## src/scc_map.svh

```systemverilog
// Behaviour
// RQ1 - channel enable low disables the channel and holds all logic in reset
// RQ2 - channel disabled: serial output idles high, or low when inverted
// RQ3 - software sets channel enable before transmit enable, clears in reverse
// RQ4 - transmit restart: clear enable, wait two clocks, set again
// RQ5 - transmitter runs only two clocks after transmit enable with channel on
// RQ6 - software sets channel enable before receive enable, clears in reverse
// RQ7 - receive restart: clear enable, wait two clocks, set again
// RQ8 - receiver active two clocks after enable; earlier start bits ignored
// RQ9 - bit order 0 sends msb first, 1 lsb first
// RQ10 - parity field: none, zero, odd, even generated and checked
// RQ11 - zero parity mode never checks parity nor sets parity error
// RQ12 - software selects no parity for lin framing
// RQ13 - character length 0 gives seven data bits, 1 gives eight
// RQ14 - stop length 0 appends one stop bit, 1 appends two
// RQ15 - software changes frame fields only when disabled or both idle
// RQ16 - control register byte accessible, resets with only bit order set
// RQ17 - invert settings flip the serial output and sampled input lines
`ifndef SCC_MAP_SVH
`define SCC_MAP_SVH

`define SCC_CTRL_OFS 32'h0fff_fa00
`define SCC_OPT_OFS 32'h0fff_fa04
`define SCC_STAT_OFS 32'h0fff_fa08
`define SCC_TXD_OFS 32'h0fff_fa0c
`define SCC_RXD_OFS 32'h0fff_fa10
`define SCC_BAUD_OFS 32'h0fff_fa14

`define SCC_CTRL_PWR 7
`define SCC_CTRL_TXE 6
`define SCC_CTRL_RXE 5
`define SCC_CTRL_DIR 4
`define SCC_CTRL_PS1 3
`define SCC_CTRL_PS0 2
`define SCC_CTRL_CL 1
`define SCC_CTRL_SL 0

`define SCC_OPT_TDL 1
`define SCC_OPT_RDL 0

`define SCC_STAT_TSF 7
`define SCC_STAT_RXF 3
`define SCC_STAT_PE 2
`define SCC_STAT_FE 1
`define SCC_STAT_OVE 0

`define SCC_CTRL_RST 8'h10
`define SCC_OPT_RST 2'h0
`define SCC_BAUD_RST 16'h0364
`define SCC_EN_LATENCY 2

`endif

```

## src/scc_pkg.sv

```systemverilog
package scc_pkg;

    typedef enum logic {
        TX_IDLE,
        TX_SHIFT
    } scc_tx_state_type;

    typedef enum logic {
        RX_IDLE,
        RX_BUSY
    } scc_rx_state_type;

endpackage : scc_pkg

```

## src/scc_uart_control.sv

```systemverilog
// Design decision made here: the APB interface to the registers.
`timescale 1ns/1ns
`default_nettype none
`include "scc_map.svh"

module scc_uart_control #(
    parameter logic [15:0] BAUD_DIV_RESET = `SCC_BAUD_RST
) (
    // clock and reset
    input wire logic clk,
    input wire logic rst,
    // apb slave
    input wire logic [31:0] paddr,
    input wire logic psel,
    input wire logic penable,
    input wire logic pwrite,
    input wire logic [31:0] pwdata,
    input wire logic [3:0] pstrb,
    output logic [31:0] prdata,
    output logic pready,
    output logic pslverr,
    // serial lines
    input wire logic serial_in_line,
    output logic serial_out_line
);

    // sequence order: reverses data for msb first, involution
    function automatic logic [7:0] scc_order(input logic [7:0] d,
                                             input logic cl,
                                             input logic msb);
        logic [7:0] r;
        r = {cl & d[7], d[6:0]};
        if (msb && cl) begin
            for (int i = 0; i < 8; i++) begin
                r[i] = d[7 - i];
            end
        end else if (msb) begin
            r[7] = 1'b0;
            for (int i = 0; i < 7; i++) begin
                r[i] = d[6 - i];
            end
        end
        return r;
    endfunction : scc_order

    function automatic logic scc_parity(input logic [7:0] d,
                                        input logic [1:0] ps);
        logic p;
        p = 1'b0;
        if (ps == 2'b10) begin
            p = ~^d;
        end else if (ps == 2'b11) begin
            p = ^d;
        end
        return p;
    endfunction : scc_parity

    function automatic logic scc_hit(input logic [31:0] a);
        return (a == `SCC_CTRL_OFS) || (a == `SCC_OPT_OFS) ||
               (a == `SCC_STAT_OFS) || (a == `SCC_TXD_OFS) ||
               (a == `SCC_RXD_OFS) || (a == `SCC_BAUD_OFS);
    endfunction : scc_hit

    logic [7:0] ctrl_r;
    logic [1:0] opt_r;
    logic [15:0] baud_r;
    logic [7:0] txd_r;
    logic tx_pend_r;
    logic [7:0] rxd_r;
    logic rxf_r;
    logic pe_r;
    logic fe_r;
    logic ove_r;
    logic [31:0] prdata_r;
    logic [1:0] txe_sr_r;
    logic [1:0] rxe_sr_r;
    logic rx_s1_r;
    logic rx_s2_r;
    logic rx_prev_r;
    logic serial_out_r;
    scc_pkg::scc_tx_state_type tx_state_r;
    logic [11:0] tx_frame_r;
    logic [3:0] tx_left_r;
    logic [15:0] tx_cnt_r;
    scc_pkg::scc_rx_state_type rx_state_r;
    logic [15:0] rx_cnt_r;
    logic [3:0] rx_idx_r;
    logic [7:0] rx_seq_r;
    logic rx_par_r;

    logic pwr;
    logic cl;
    logic [1:0] ps;
    logic par_on;
    logic [3:0] nd;
    logic access;
    logic wr_en;
    logic rd_en;
    logic tx_on;
    logic rx_on;
    logic tx_load;
    logic rx_bit;
    logic rx_tick;
    logic rx_done;
    logic [7:0] rx_data;
    logic [3:0] rx_stop_idx;
    logic stat_wr;
    logic [11:0] tx_build;
    logic [3:0] tx_len;
    logic [7:0] tx_seq;

    assign pwr = ctrl_r[`SCC_CTRL_PWR];
    assign cl = ctrl_r[`SCC_CTRL_CL];
    assign ps = {ctrl_r[`SCC_CTRL_PS1], ctrl_r[`SCC_CTRL_PS0]};
    assign par_on = ps != 2'b00;
    // RQ13 seven or eight data bits
    assign nd = cl ? 4'd8 : 4'd7;

    // zero wait state: read data is latched in the setup cycle
    assign access = psel & penable;
    assign wr_en = access & pwrite & pstrb[0] & scc_hit(paddr);
    assign rd_en = access & ~pwrite;
    assign pready = 1'b1;
    assign pslverr = access & ~scc_hit(paddr);
    assign prdata = prdata_r;
    assign serial_out_line = serial_out_r;
    assign stat_wr = wr_en & (paddr == `SCC_STAT_OFS);

    // RQ16 byte written control, reset to bit order only
    always_ff @(posedge clk) begin
        if (rst) begin
            ctrl_r <= `SCC_CTRL_RST;
            opt_r <= `SCC_OPT_RST;
            baud_r <= BAUD_DIV_RESET;
        end else if (wr_en) begin
            if (paddr == `SCC_CTRL_OFS) begin
                ctrl_r <= pwdata[7:0];
            end
            if (paddr == `SCC_OPT_OFS) begin
                opt_r <= pwdata[1:0];
            end
            if (paddr == `SCC_BAUD_OFS && (pstrb[1] || 1'b1)) begin
                baud_r <= {pstrb[1] ? pwdata[15:8] : baud_r[15:8],
                           pwdata[7:0]};
            end
        end
    end

    always_ff @(posedge clk) begin
        if (rst) begin
            prdata_r <= 32'h0000_0000;
        end else if (psel & ~penable & ~pwrite) begin
            case (paddr)
                `SCC_CTRL_OFS: prdata_r <= {24'h00_0000, ctrl_r};
                `SCC_OPT_OFS: prdata_r <= {30'h0000_0000, opt_r};
                `SCC_STAT_OFS: prdata_r <= {24'h00_0000, tx_state_r !=
                    scc_pkg::TX_IDLE || tx_pend_r, 3'h0, rxf_r, pe_r,
                    fe_r, ove_r};
                `SCC_TXD_OFS: prdata_r <= {24'h00_0000, txd_r};
                `SCC_RXD_OFS: prdata_r <= {24'h00_0000, rxd_r};
                `SCC_BAUD_OFS: prdata_r <= {16'h0000, baud_r};
                default: prdata_r <= 32'h0000_0000;
            endcase
        end
    end

    // RQ5 two clock enable latency
    always_ff @(posedge clk) begin
        if (rst) begin
            txe_sr_r <= 2'h0;
            rxe_sr_r <= 2'h0;
        end else begin
            txe_sr_r <= {txe_sr_r[0], pwr & ctrl_r[`SCC_CTRL_TXE]};
            rxe_sr_r <= {rxe_sr_r[0], pwr & ctrl_r[`SCC_CTRL_RXE]};
        end
    end

    // RQ1 channel off gates both units into reset
    assign tx_on = pwr & ctrl_r[`SCC_CTRL_TXE] & txe_sr_r[`SCC_EN_LATENCY-1];
    // RQ8 receiver held off until latency passes
    assign rx_on = pwr & ctrl_r[`SCC_CTRL_RXE] & rxe_sr_r[`SCC_EN_LATENCY-1];

    // transmit frame: start, data, parity, stops; lsb of vector goes first
    always_comb begin
        // RQ9 bit order
        tx_seq = scc_order(txd_r, cl, ~ctrl_r[`SCC_CTRL_DIR]);
        tx_build = 12'hfff;
        tx_build[0] = 1'b0;
        for (int i = 0; i < 8; i++) begin
            if (4'(i) < nd) begin
                tx_build[i + 1] = tx_seq[i];
            end
        end
        // RQ10 parity bit generation
        if (par_on) begin
            tx_build[nd + 4'd1] = scc_parity({cl & txd_r[7], txd_r[6:0]}, ps);
        end
        // RQ14 one or two stop bits
        tx_len = nd + 4'd2 + {3'h0, par_on} + {3'h0, ctrl_r[`SCC_CTRL_SL]};
    end

    assign tx_load = tx_on & (tx_state_r == scc_pkg::TX_IDLE) & tx_pend_r;

    // data write while busy replaces the pending byte
    always_ff @(posedge clk) begin
        if (rst || !tx_on) begin
            tx_pend_r <= 1'b0;
            txd_r <= 8'h00;
        end else if (wr_en && paddr == `SCC_TXD_OFS) begin
            tx_pend_r <= 1'b1;
            txd_r <= pwdata[7:0];
        end else if (tx_load) begin
            tx_pend_r <= 1'b0;
        end
    end

    always_ff @(posedge clk) begin
        if (rst || !tx_on) begin
            tx_state_r <= scc_pkg::TX_IDLE;
            tx_frame_r <= 12'hfff;
            tx_left_r <= 4'h0;
            tx_cnt_r <= 16'h0000;
        end else begin
            case (tx_state_r)
                scc_pkg::TX_IDLE: begin
                    if (tx_pend_r) begin
                        tx_frame_r <= tx_build;
                        tx_left_r <= tx_len;
                        tx_cnt_r <= 16'h0000;
                        tx_state_r <= scc_pkg::TX_SHIFT;
                    end
                end
                scc_pkg::TX_SHIFT: begin
                    if (tx_cnt_r >= baud_r - 16'h0001) begin
                        tx_cnt_r <= 16'h0000;
                        tx_frame_r <= {1'b1, tx_frame_r[11:1]};
                        tx_left_r <= tx_left_r - 4'h1;
                        if (tx_left_r == 4'h1) begin
                            tx_state_r <= scc_pkg::TX_IDLE;
                        end
                    end else begin
                        tx_cnt_r <= tx_cnt_r + 16'h0001;
                    end
                end
                default: tx_state_r <= scc_pkg::TX_IDLE;
            endcase
        end
    end

    // RQ2 idle level when channel off, then RQ17 output inversion
    always_ff @(posedge clk) begin
        if (rst) begin
            serial_out_r <= 1'b1;
        end else begin
            serial_out_r <= (pwr ? tx_frame_r[0] : 1'b1) ^
                            opt_r[`SCC_OPT_TDL];
        end
    end

    // input pin crosses in through two flops
    always_ff @(posedge clk) begin
        if (rst) begin
            rx_s1_r <= 1'b1;
            rx_s2_r <= 1'b1;
            rx_prev_r <= 1'b1;
        end else begin
            rx_s1_r <= serial_in_line;
            rx_s2_r <= rx_s1_r;
            rx_prev_r <= rx_bit;
        end
    end

    // RQ17 input inversion
    assign rx_bit = rx_s2_r ^ opt_r[`SCC_OPT_RDL];
    assign rx_tick = (rx_state_r == scc_pkg::RX_BUSY) && (rx_cnt_r == 16'h0000);
    assign rx_stop_idx = nd + 4'd1 + {3'h0, par_on};
    assign rx_done = rx_tick && (rx_idx_r == rx_stop_idx);
    assign rx_data = scc_order(rx_seq_r, cl, ~ctrl_r[`SCC_CTRL_DIR]);

    // only the first stop bit is sampled
    always_ff @(posedge clk) begin
        if (rst || !rx_on) begin
            rx_state_r <= scc_pkg::RX_IDLE;
            rx_cnt_r <= 16'h0000;
            rx_idx_r <= 4'h0;
            rx_seq_r <= 8'h00;
            rx_par_r <= 1'b0;
        end else begin
            case (rx_state_r)
                scc_pkg::RX_IDLE: begin
                    // RQ8 start edge seen only once active
                    if (rx_prev_r && !rx_bit) begin
                        rx_cnt_r <= {1'b0, baud_r[15:1]};
                        rx_idx_r <= 4'h0;
                        rx_seq_r <= 8'h00;
                        rx_state_r <= scc_pkg::RX_BUSY;
                    end
                end
                scc_pkg::RX_BUSY: begin
                    if (rx_cnt_r != 16'h0000) begin
                        rx_cnt_r <= rx_cnt_r - 16'h0001;
                    end else begin
                        rx_cnt_r <= baud_r - 16'h0001;
                        rx_idx_r <= rx_idx_r + 4'h1;
                        if (rx_idx_r == 4'h0 && rx_bit) begin
                            // glitch, not a start bit
                            rx_state_r <= scc_pkg::RX_IDLE;
                        end else if (rx_idx_r == rx_stop_idx) begin
                            rx_state_r <= scc_pkg::RX_IDLE;
                        end else if (rx_idx_r != 4'h0 && rx_idx_r <= nd) begin
                            rx_seq_r[3'(rx_idx_r - 4'h1)] <= rx_bit;
                        end else if (rx_idx_r != 4'h0) begin
                            rx_par_r <= rx_bit;
                        end
                    end
                end
                default: rx_state_r <= scc_pkg::RX_IDLE;
            endcase
        end
    end

    // receive buffer; read of the data register empties it
    always_ff @(posedge clk) begin
        if (rst || !rx_on) begin
            rxd_r <= 8'h00;
            rxf_r <= 1'b0;
        end else if (rx_done) begin
            rxd_r <= rx_data;
            rxf_r <= 1'b1;
        end else if (rd_en && paddr == `SCC_RXD_OFS) begin
            rxf_r <= 1'b0;
        end
    end

    // error flags: set wins, writing 0 clears, writing 1 keeps
    always_ff @(posedge clk) begin
        if (rst || !rx_on) begin
            pe_r <= 1'b0;
            fe_r <= 1'b0;
            ove_r <= 1'b0;
        end else begin
            // RQ11 only odd and even modes check parity
            if (rx_done && ps[1] && rx_par_r != scc_parity(rx_data, ps)) begin
                pe_r <= 1'b1;
            end else if (stat_wr && !pwdata[`SCC_STAT_PE]) begin
                pe_r <= 1'b0;
            end
            if (rx_done && !rx_bit) begin
                fe_r <= 1'b1;
            end else if (stat_wr && !pwdata[`SCC_STAT_FE]) begin
                fe_r <= 1'b0;
            end
            if (rx_done && rxf_r) begin
                ove_r <= 1'b1;
            end else if (stat_wr && !pwdata[`SCC_STAT_OVE]) begin
                ove_r <= 1'b0;
            end
        end
    end

endmodule : scc_uart_control
`default_nettype wire
```

## config.mk

```make
export PLATFORM = sky130hd
export DESIGN_NAME = scc_uart_control
export DESIGN_NICKNAME = d
export VERILOG_FILES = /design/src/scc_pkg.sv /design/src/scc_uart_control.sv
export VERILOG_INCLUDE_DIRS = /design/src /design/src/src
export SDC_FILE = /design/constraint.sdc
export NUM_CORES = 1
export LEC_CHECK = 0
export ABC_AREA = 1
export CAP_MARGIN = 20
export CORE_MARGIN = 5
export CORE_UTILIZATION = 50
export CTS_CLUSTER_SIZE = 28
export DETAILED_ROUTE_END_ITERATION = 6
export DONT_BUFFER_PORTS = 1
export GPL_TIMING_DRIVEN = 0
export PLACE_DENSITY_LB_ADDON = 0.3
export RECOVER_POWER = 50
export REMOVE_ABC_BUFFERS = 1
export SLEW_MARGIN = 0
export SYNTH_ARGS = -nofsm -noshare
export SYNTH_HDL_FRONTEND = slang
export SYNTH_SLANG_ARGS = --single-unit
```

## constraint.sdc

```tcl
create_clock -name clk -period 3.9 [get_ports clk]
set_input_delay 0.585 -clock clk [delete_from_list [all_inputs] [get_ports clk]]
set_output_delay 0.585 -clock clk [all_outputs]
set_load 0.01 [all_outputs]
```

# After elaboration in Yosys (flattened, before gate mapping)
# Cells that the tools add are included.
[totals] regBits=150 elab_cells=220
[op_classes] addsub=11 magnitude_cmp=14 n_eq_ne=18 muxes=68 bitwise=29 n_reduce_logical=53
[ops] cell="32-bit by 28-bit == test with 1-bit output, second input constant" count=6
[ops] cell="16-bit case mux with 6 select lines" count=1
[ops] cell="8-bit two-way mux" count=9
[ops] cell="16-bit two-way mux" count=4
[ops] cell="16-bit case mux with 2 select lines" count=2
[ops] cell="12-bit two-way mux" count=3
[ops] cell="1-bit two-way mux" count=34
[ops] cell="16-bit by 1-bit subtractor with 16-bit output, second input constant" count=2
[ops] cell="12-bit case mux with 2 select lines" count=1
[ops] cell="4-bit two-way mux" count=5
[ops] cell="1-bit AND" count=17
[ops] cell="1-bit logical AND" count=17
[ops] cell="16-bit by 1-bit adder with 16-bit output, second input constant" count=1
[ops] cell="16-bit >= comparator" count=1
[ops] cell="16-bit zero test" count=1
[ops] cell="3-bit by 4-bit less-than comparator with 1-bit output, first input constant" count=4
[ops] cell="4-bit case mux with 2 select lines" count=2
[ops] cell="8-bit case mux with 2 select lines" count=1
[ops] cell="16-bit nonzero test" count=1
[ops] cell="8-bit XNOR reduction" count=2
[ops] cell="8-bit parity" count=2
[ops] cell="4-bit by 1-bit adder with 4-bit output" count=3
[ops] cell="12-bit bitwise mux" count=1
[ops] cell="2-bit nonzero test" count=6
[ops] cell="31 further kinds" count=67

# Depth between registers and ports, before layout
[depth] ltp_word=11 depth_mapped=22 ltp_nobuf=22

# Least setup slack after synthesis
# Ideal clock, no wire load.
[synth_timing] path_type="register to register" startpoint="register baud_r[2]" endpoint="register tx_frame_r[1]" arrival_ps=2791 path_slack_ps=976 stages_incl_launch_ff=22 n_path_buf=1 path_cell_list="dfxtp_1 > inv_1 > nand2_1 > nor2_1 > nand3_1 > nor2_1 > nand3_1 > nor2_1 > nand4_1 > xor2_1 > inv_1 > ha_1 > nand4_1 > nor3_1 > nand3_1 > nand3_1 > nand2_1 > nand2_1 > inv_1 > buf_2 > nand2_1 > nand3_1"
[synth_between] elab_chain_len=4
[synth_rtl] item="start, declared" line_no="scc_uart_control.sv:66" rtl="logic [15:0] baud_r;"
[synth_rtl] item="start signal, assigned" line_no="scc_uart_control.sv:143" rtl="baud_r <= {pstrb[1] ? pwdata[15:8] : baud_r[15:8],"
[synth_rtl] item="16-bit by 1-bit subtractor with 16-bit output" line_no="scc_uart_control.sv:234" rtl="if (tx_cnt_r >= baud_r - 16'h0001) begin"
[synth_rtl] item="16-bit >= comparator" line_no="scc_uart_control.sv:234"
[synth_rtl] item="2-bit by 1-bit != test with 1-bit output (no source line)"
[synth_rtl] item="2-bit AND reduction (no source line)"
[synth_rtl] item="end signal, assigned" line_no="scc_uart_control.sv:227" rtl="tx_frame_r <= tx_build;"
[synth_rtl] item="end signal, assigned" line_no="scc_uart_control.sv:236" rtl="tx_frame_r <= {1'b1, tx_frame_r[11:1]};"
[synth_rtl] item="end, declared" line_no="scc_uart_control.sv:82" rtl="logic [11:0] tx_frame_r;"
# No other way between the ends.
# A chain may end at the register's enable or synchronous reset.

# Worst setup path in the final report
[layout_timing] startpoint="register baud_r[2]" endpoint="register tx_frame_r[5]"
# The elaborated chain is that of the path after synthesis.

==> key figures <==
Outcome
  – Status: completed

Run
  – MaxCap Viol Count: 0

Floorplanning
  – Initial core utilization: 50.9%
  – Die area: 19,500 um2
  – Row count: 47
  – Die Height: 140 um
  – I/O Pins: 109
  – Core Region: 16,500 um2
  – Die width: 140 um

Place
  – IO buf count: 0
  – Placed cell count: 1,443
  – Post-Place Worst Slack: -0.220 ns
  – Detailed Place HPWL: 17,200 um
  – Final GP Congestion: 0.929
  – DP Area: 8460 um2

Route
  – DRT antenna net count: 0
  – DRT iter0 DRCs: 718
  – DRT Pass-1 Iters: 5
  – DRC errors left: 0
  – Post-DR vias/cell: 5.51
  – Drt total wl: 23,300 um
  – DR vias: 8,154
  – Wirelength per Cell: 15.7 um

Critical path
  – Type of origin of the critical path: flip-flop
  – CP peak stage delay: 0.36 ns
  – WP buf/inv: 4
  – CP max-delay cell: dfxtp_1
  – Worst r2r src: baud_r[2]$_SDFFE_PP1P_
  – Worst Path Arrival: 3.91 ns
  – Setup crit end kind: flip-flop
  – Terminus of the critical flop-to-flop path: tx_frame_r[5]$_SDFFE_PP1P_
  – Reg2reg setup slack: 0.28 ns
  – Critical Path RT: 4.18 ns
  – CP Class: flip-flop to flip-flop
  – Crit-path leading delay family: simple AND/OR/NAND/NOR gates
  – Reg2Reg Depth: 20
  – Worst-path fanout max: 6
  – Cell breakdown of the critical path: inv_1 > nand2_1 > nor2_1 > nand3_2 > nor2_4 > nand3_1 > nor2_4 > xor2_1 > inv_1 > ha_1 > a21oi_1 > o21ai_0 > a21oi_1 > nand3_2 > nand2_2 > nand2_4 > buf_12 > buf_4 > o211ai_1 > o211ai_1

Timing
  – Count of final setup violators: 0
  – Hold slack: 0.219 ns
  – Final worst-path cycle share: 92.9%
  – Final WS setup: 0.276 ns
  – Clock skew: 0.00816 ns
  – Max Clk Rate: 0.276 GHz
  – Tmin final: 3.62 ns
  – Final hold violation count: 0
  – Setup TNS: 0 ns
  – Worst-margin pin slew: 1.14 ns
  – Relative slew slack: 23.3%
  – Final slew viol count: 0

Yosys
  – Sequential-to-total area share from yosys stat: 31.4%
  – Top_reg_cell synth: dfxtp_1
  – YS warnings: 0
  – Cell variety after synth: 49
  – Mapped Cells: 1,261
  – Post-Syn Area: 8410 um2
  – #FFs+latches synth: 132
  – Post-synth EDFFs: 0
  – Asr flop ratio synth: 0%
  – Syn_area_per_cell: 6.67 um2

Min path
  – WHS Endpoint: prdata[14]$_SDFFE_PP0P_
  – Hold Path Class: input pin to flip-flop
  – Hold Path Depth: 1
  – Hold_sp: rst

Final layout
  – # fillers: 1,626
  – Final net count: 1,352
  – Finished layout cell area: 9050 um2
  – Share of layout cells above drive strength 1: 6.51%
  – Non-Filler Instances: 1,479
  – N_diodes: 0
  – Commonest non-fill, non-tap cells in the layout: 302 x nand2_1, 149 x inv_1, 132 x dfxtp_1
  – Synth-to-Final Area Change: 7.65%
  – Fin util: 54.8%
  – Commonest non-fill, non-tap cell in the layout: nand2_1

Power
  – Power Total: 2.97 mW
  – Pwr/cell area: 328 nW/um2
  – Worst vdd ir: 0.000331 V
  – Leak Pwr: 3.71 nW

Clocking
  – Sink Count: 132
  – CTS buffer count: 17
  – CTS Buffer Depth: 2
  – CTS tree: built
  – H-tree Lvls: 4
  – Clock Pin Slew Worst Setup and Hold Paths: 0.06 ns
  – Root buf cell: clkbuf_16
  – Clk_lat worst skew: 0.43 ns

Global route
  – Vias in the first global route: 7,535
  – First-pass GRT wire length: 37,900 um
  – Total track usage: 23.8%
  – Largest net degree at the start of global routing: 42
  – Overflow left after global routing: 0
  – Initial antenna violation count: 0
==> where the power goes <==
group          switching (mW)  total (mW)  internal [mW]
Clock                   0.616        1.57          0.953
Sequential            0.00198        1.35           1.35
Combinational          0.0399      0.0514         0.0114
Total                   0.658        2.97           2.32
==> kinds of logic after synthesis <==
kind of cell	synth area share [%]
compound gates	15.3
simple gates	33.2
fa+ha+maj	4.70
xor+xnor	4.58
other cells	0.0893
buf+inv	10.7
flops	31.4
==> synth_stat cells, types with 4 or more instances <==
cell,instances,area [um2]
nor2_1,112,420
o211ai_1,23,173
a22oi_1,4,30.0
a31oi_1,6,37.5
nand2_1,302,1130
nand2_2,4,25.0
inv_1,147,552
nand4_1,23,144
inv_2,7,26.3
or2_2,4,25.0
a21oi_1,102,510
dfxtp_1,132,2640
xnor2_1,11,96.3
xor2_1,33,289
nand3_1,102,510
o22ai_1,9,56.3
nor3_1,29,145
buf_2,10,50.1
ha_1,30,375
buf_4,22,165
nor2_4,5,56.3
o21ai_0,66,330
o2111ai_1,4,35.0
clkbuf_1,22,82.6
nor2_2,9,56.3
==> repair_timing <==
item / CTS / global route
pin swaps: 0 / 3
buffers inserted: 0 / 4
hold buffers: 0 / 0
gates cloned: 1 / 0
gates resized for setup: 5 / 10
setup endpoints to repair: 11 / 31
==> registers in the layout, summed over array words and instances, names as in the netlist, 2 cells and up <==
name / flops
tx_left_r: 4
prdata: 16
tx_cnt_r: 16
rx_seq_r: 8
baud_r: 16
ctrl_r: 8
rx_cnt_r: 16
tx_frame_r: 10
txd_r: 8
rx_idx_r: 4
rxe_sr_r: 2
txe_sr_r: 2
rxd_r: 8
opt_r: 2
==> worst max path at each step <==
stage / startpoint / to / slack [ns] / cells past startpoint
after floorplan: baud_r[2]$_SDFFE_PP1P_ / tx_left_r[0]$_SDFFE_PP0P_ / 0.77 / 20
after global placement: baud_r[2]$_SDFFE_PP1P_ / tx_left_r[0]$_SDFFE_PP0P_ / -0.12 / 20
after detailed placement: baud_r[2]$_SDFFE_PP1P_ / tx_left_r[2]$_SDFFE_PP0P_ / -0.22 / 20
after CTS: baud_r[2]$_SDFFE_PP1P_ / tx_frame_r[8]$_SDFFE_PP1P_ / 0.03 / 22
after global routing: baud_r[2]$_SDFFE_PP1P_ / tx_frame_r[5]$_SDFFE_PP1P_ / -0.01 / 21
final: baud_r[2]$_SDFFE_PP1P_ / tx_frame_r[5]$_SDFFE_PP1P_ / 0.28 / 20
==> cell type report <==
| class | count | area, um2 | share of cell area (%) |
|---|---|---|---|
| Clock buffer | 19 | 443 | 4.89 |
| Clock inverter | 12 | 131 | 1.45 |
| Inverter | 157 | 593 | 6.55 |
| Multi-Input combinational cell | 932 | 4900 | 54.1 |
| Sequential cell | 132 | 2640 | 29.2 |
| Tap cell | 220 | 275 | 3.04 |
| Timing Repair Buffer | 6 | 65.1 | 0.719 |
| Timing Repair inverter | 1 | 7.51 | 0.0829 |
==> layer usage <==
layer	vias up	GRT usage (%)	part of all wire [%]
met1	3733	31.7	44
met4	0	8.98	2.7
met2	280	37.3	46
met5	-	0	0
met3	49	5.80	7.9
li1	4092	-	-
(Power assumes the default switching activity.)
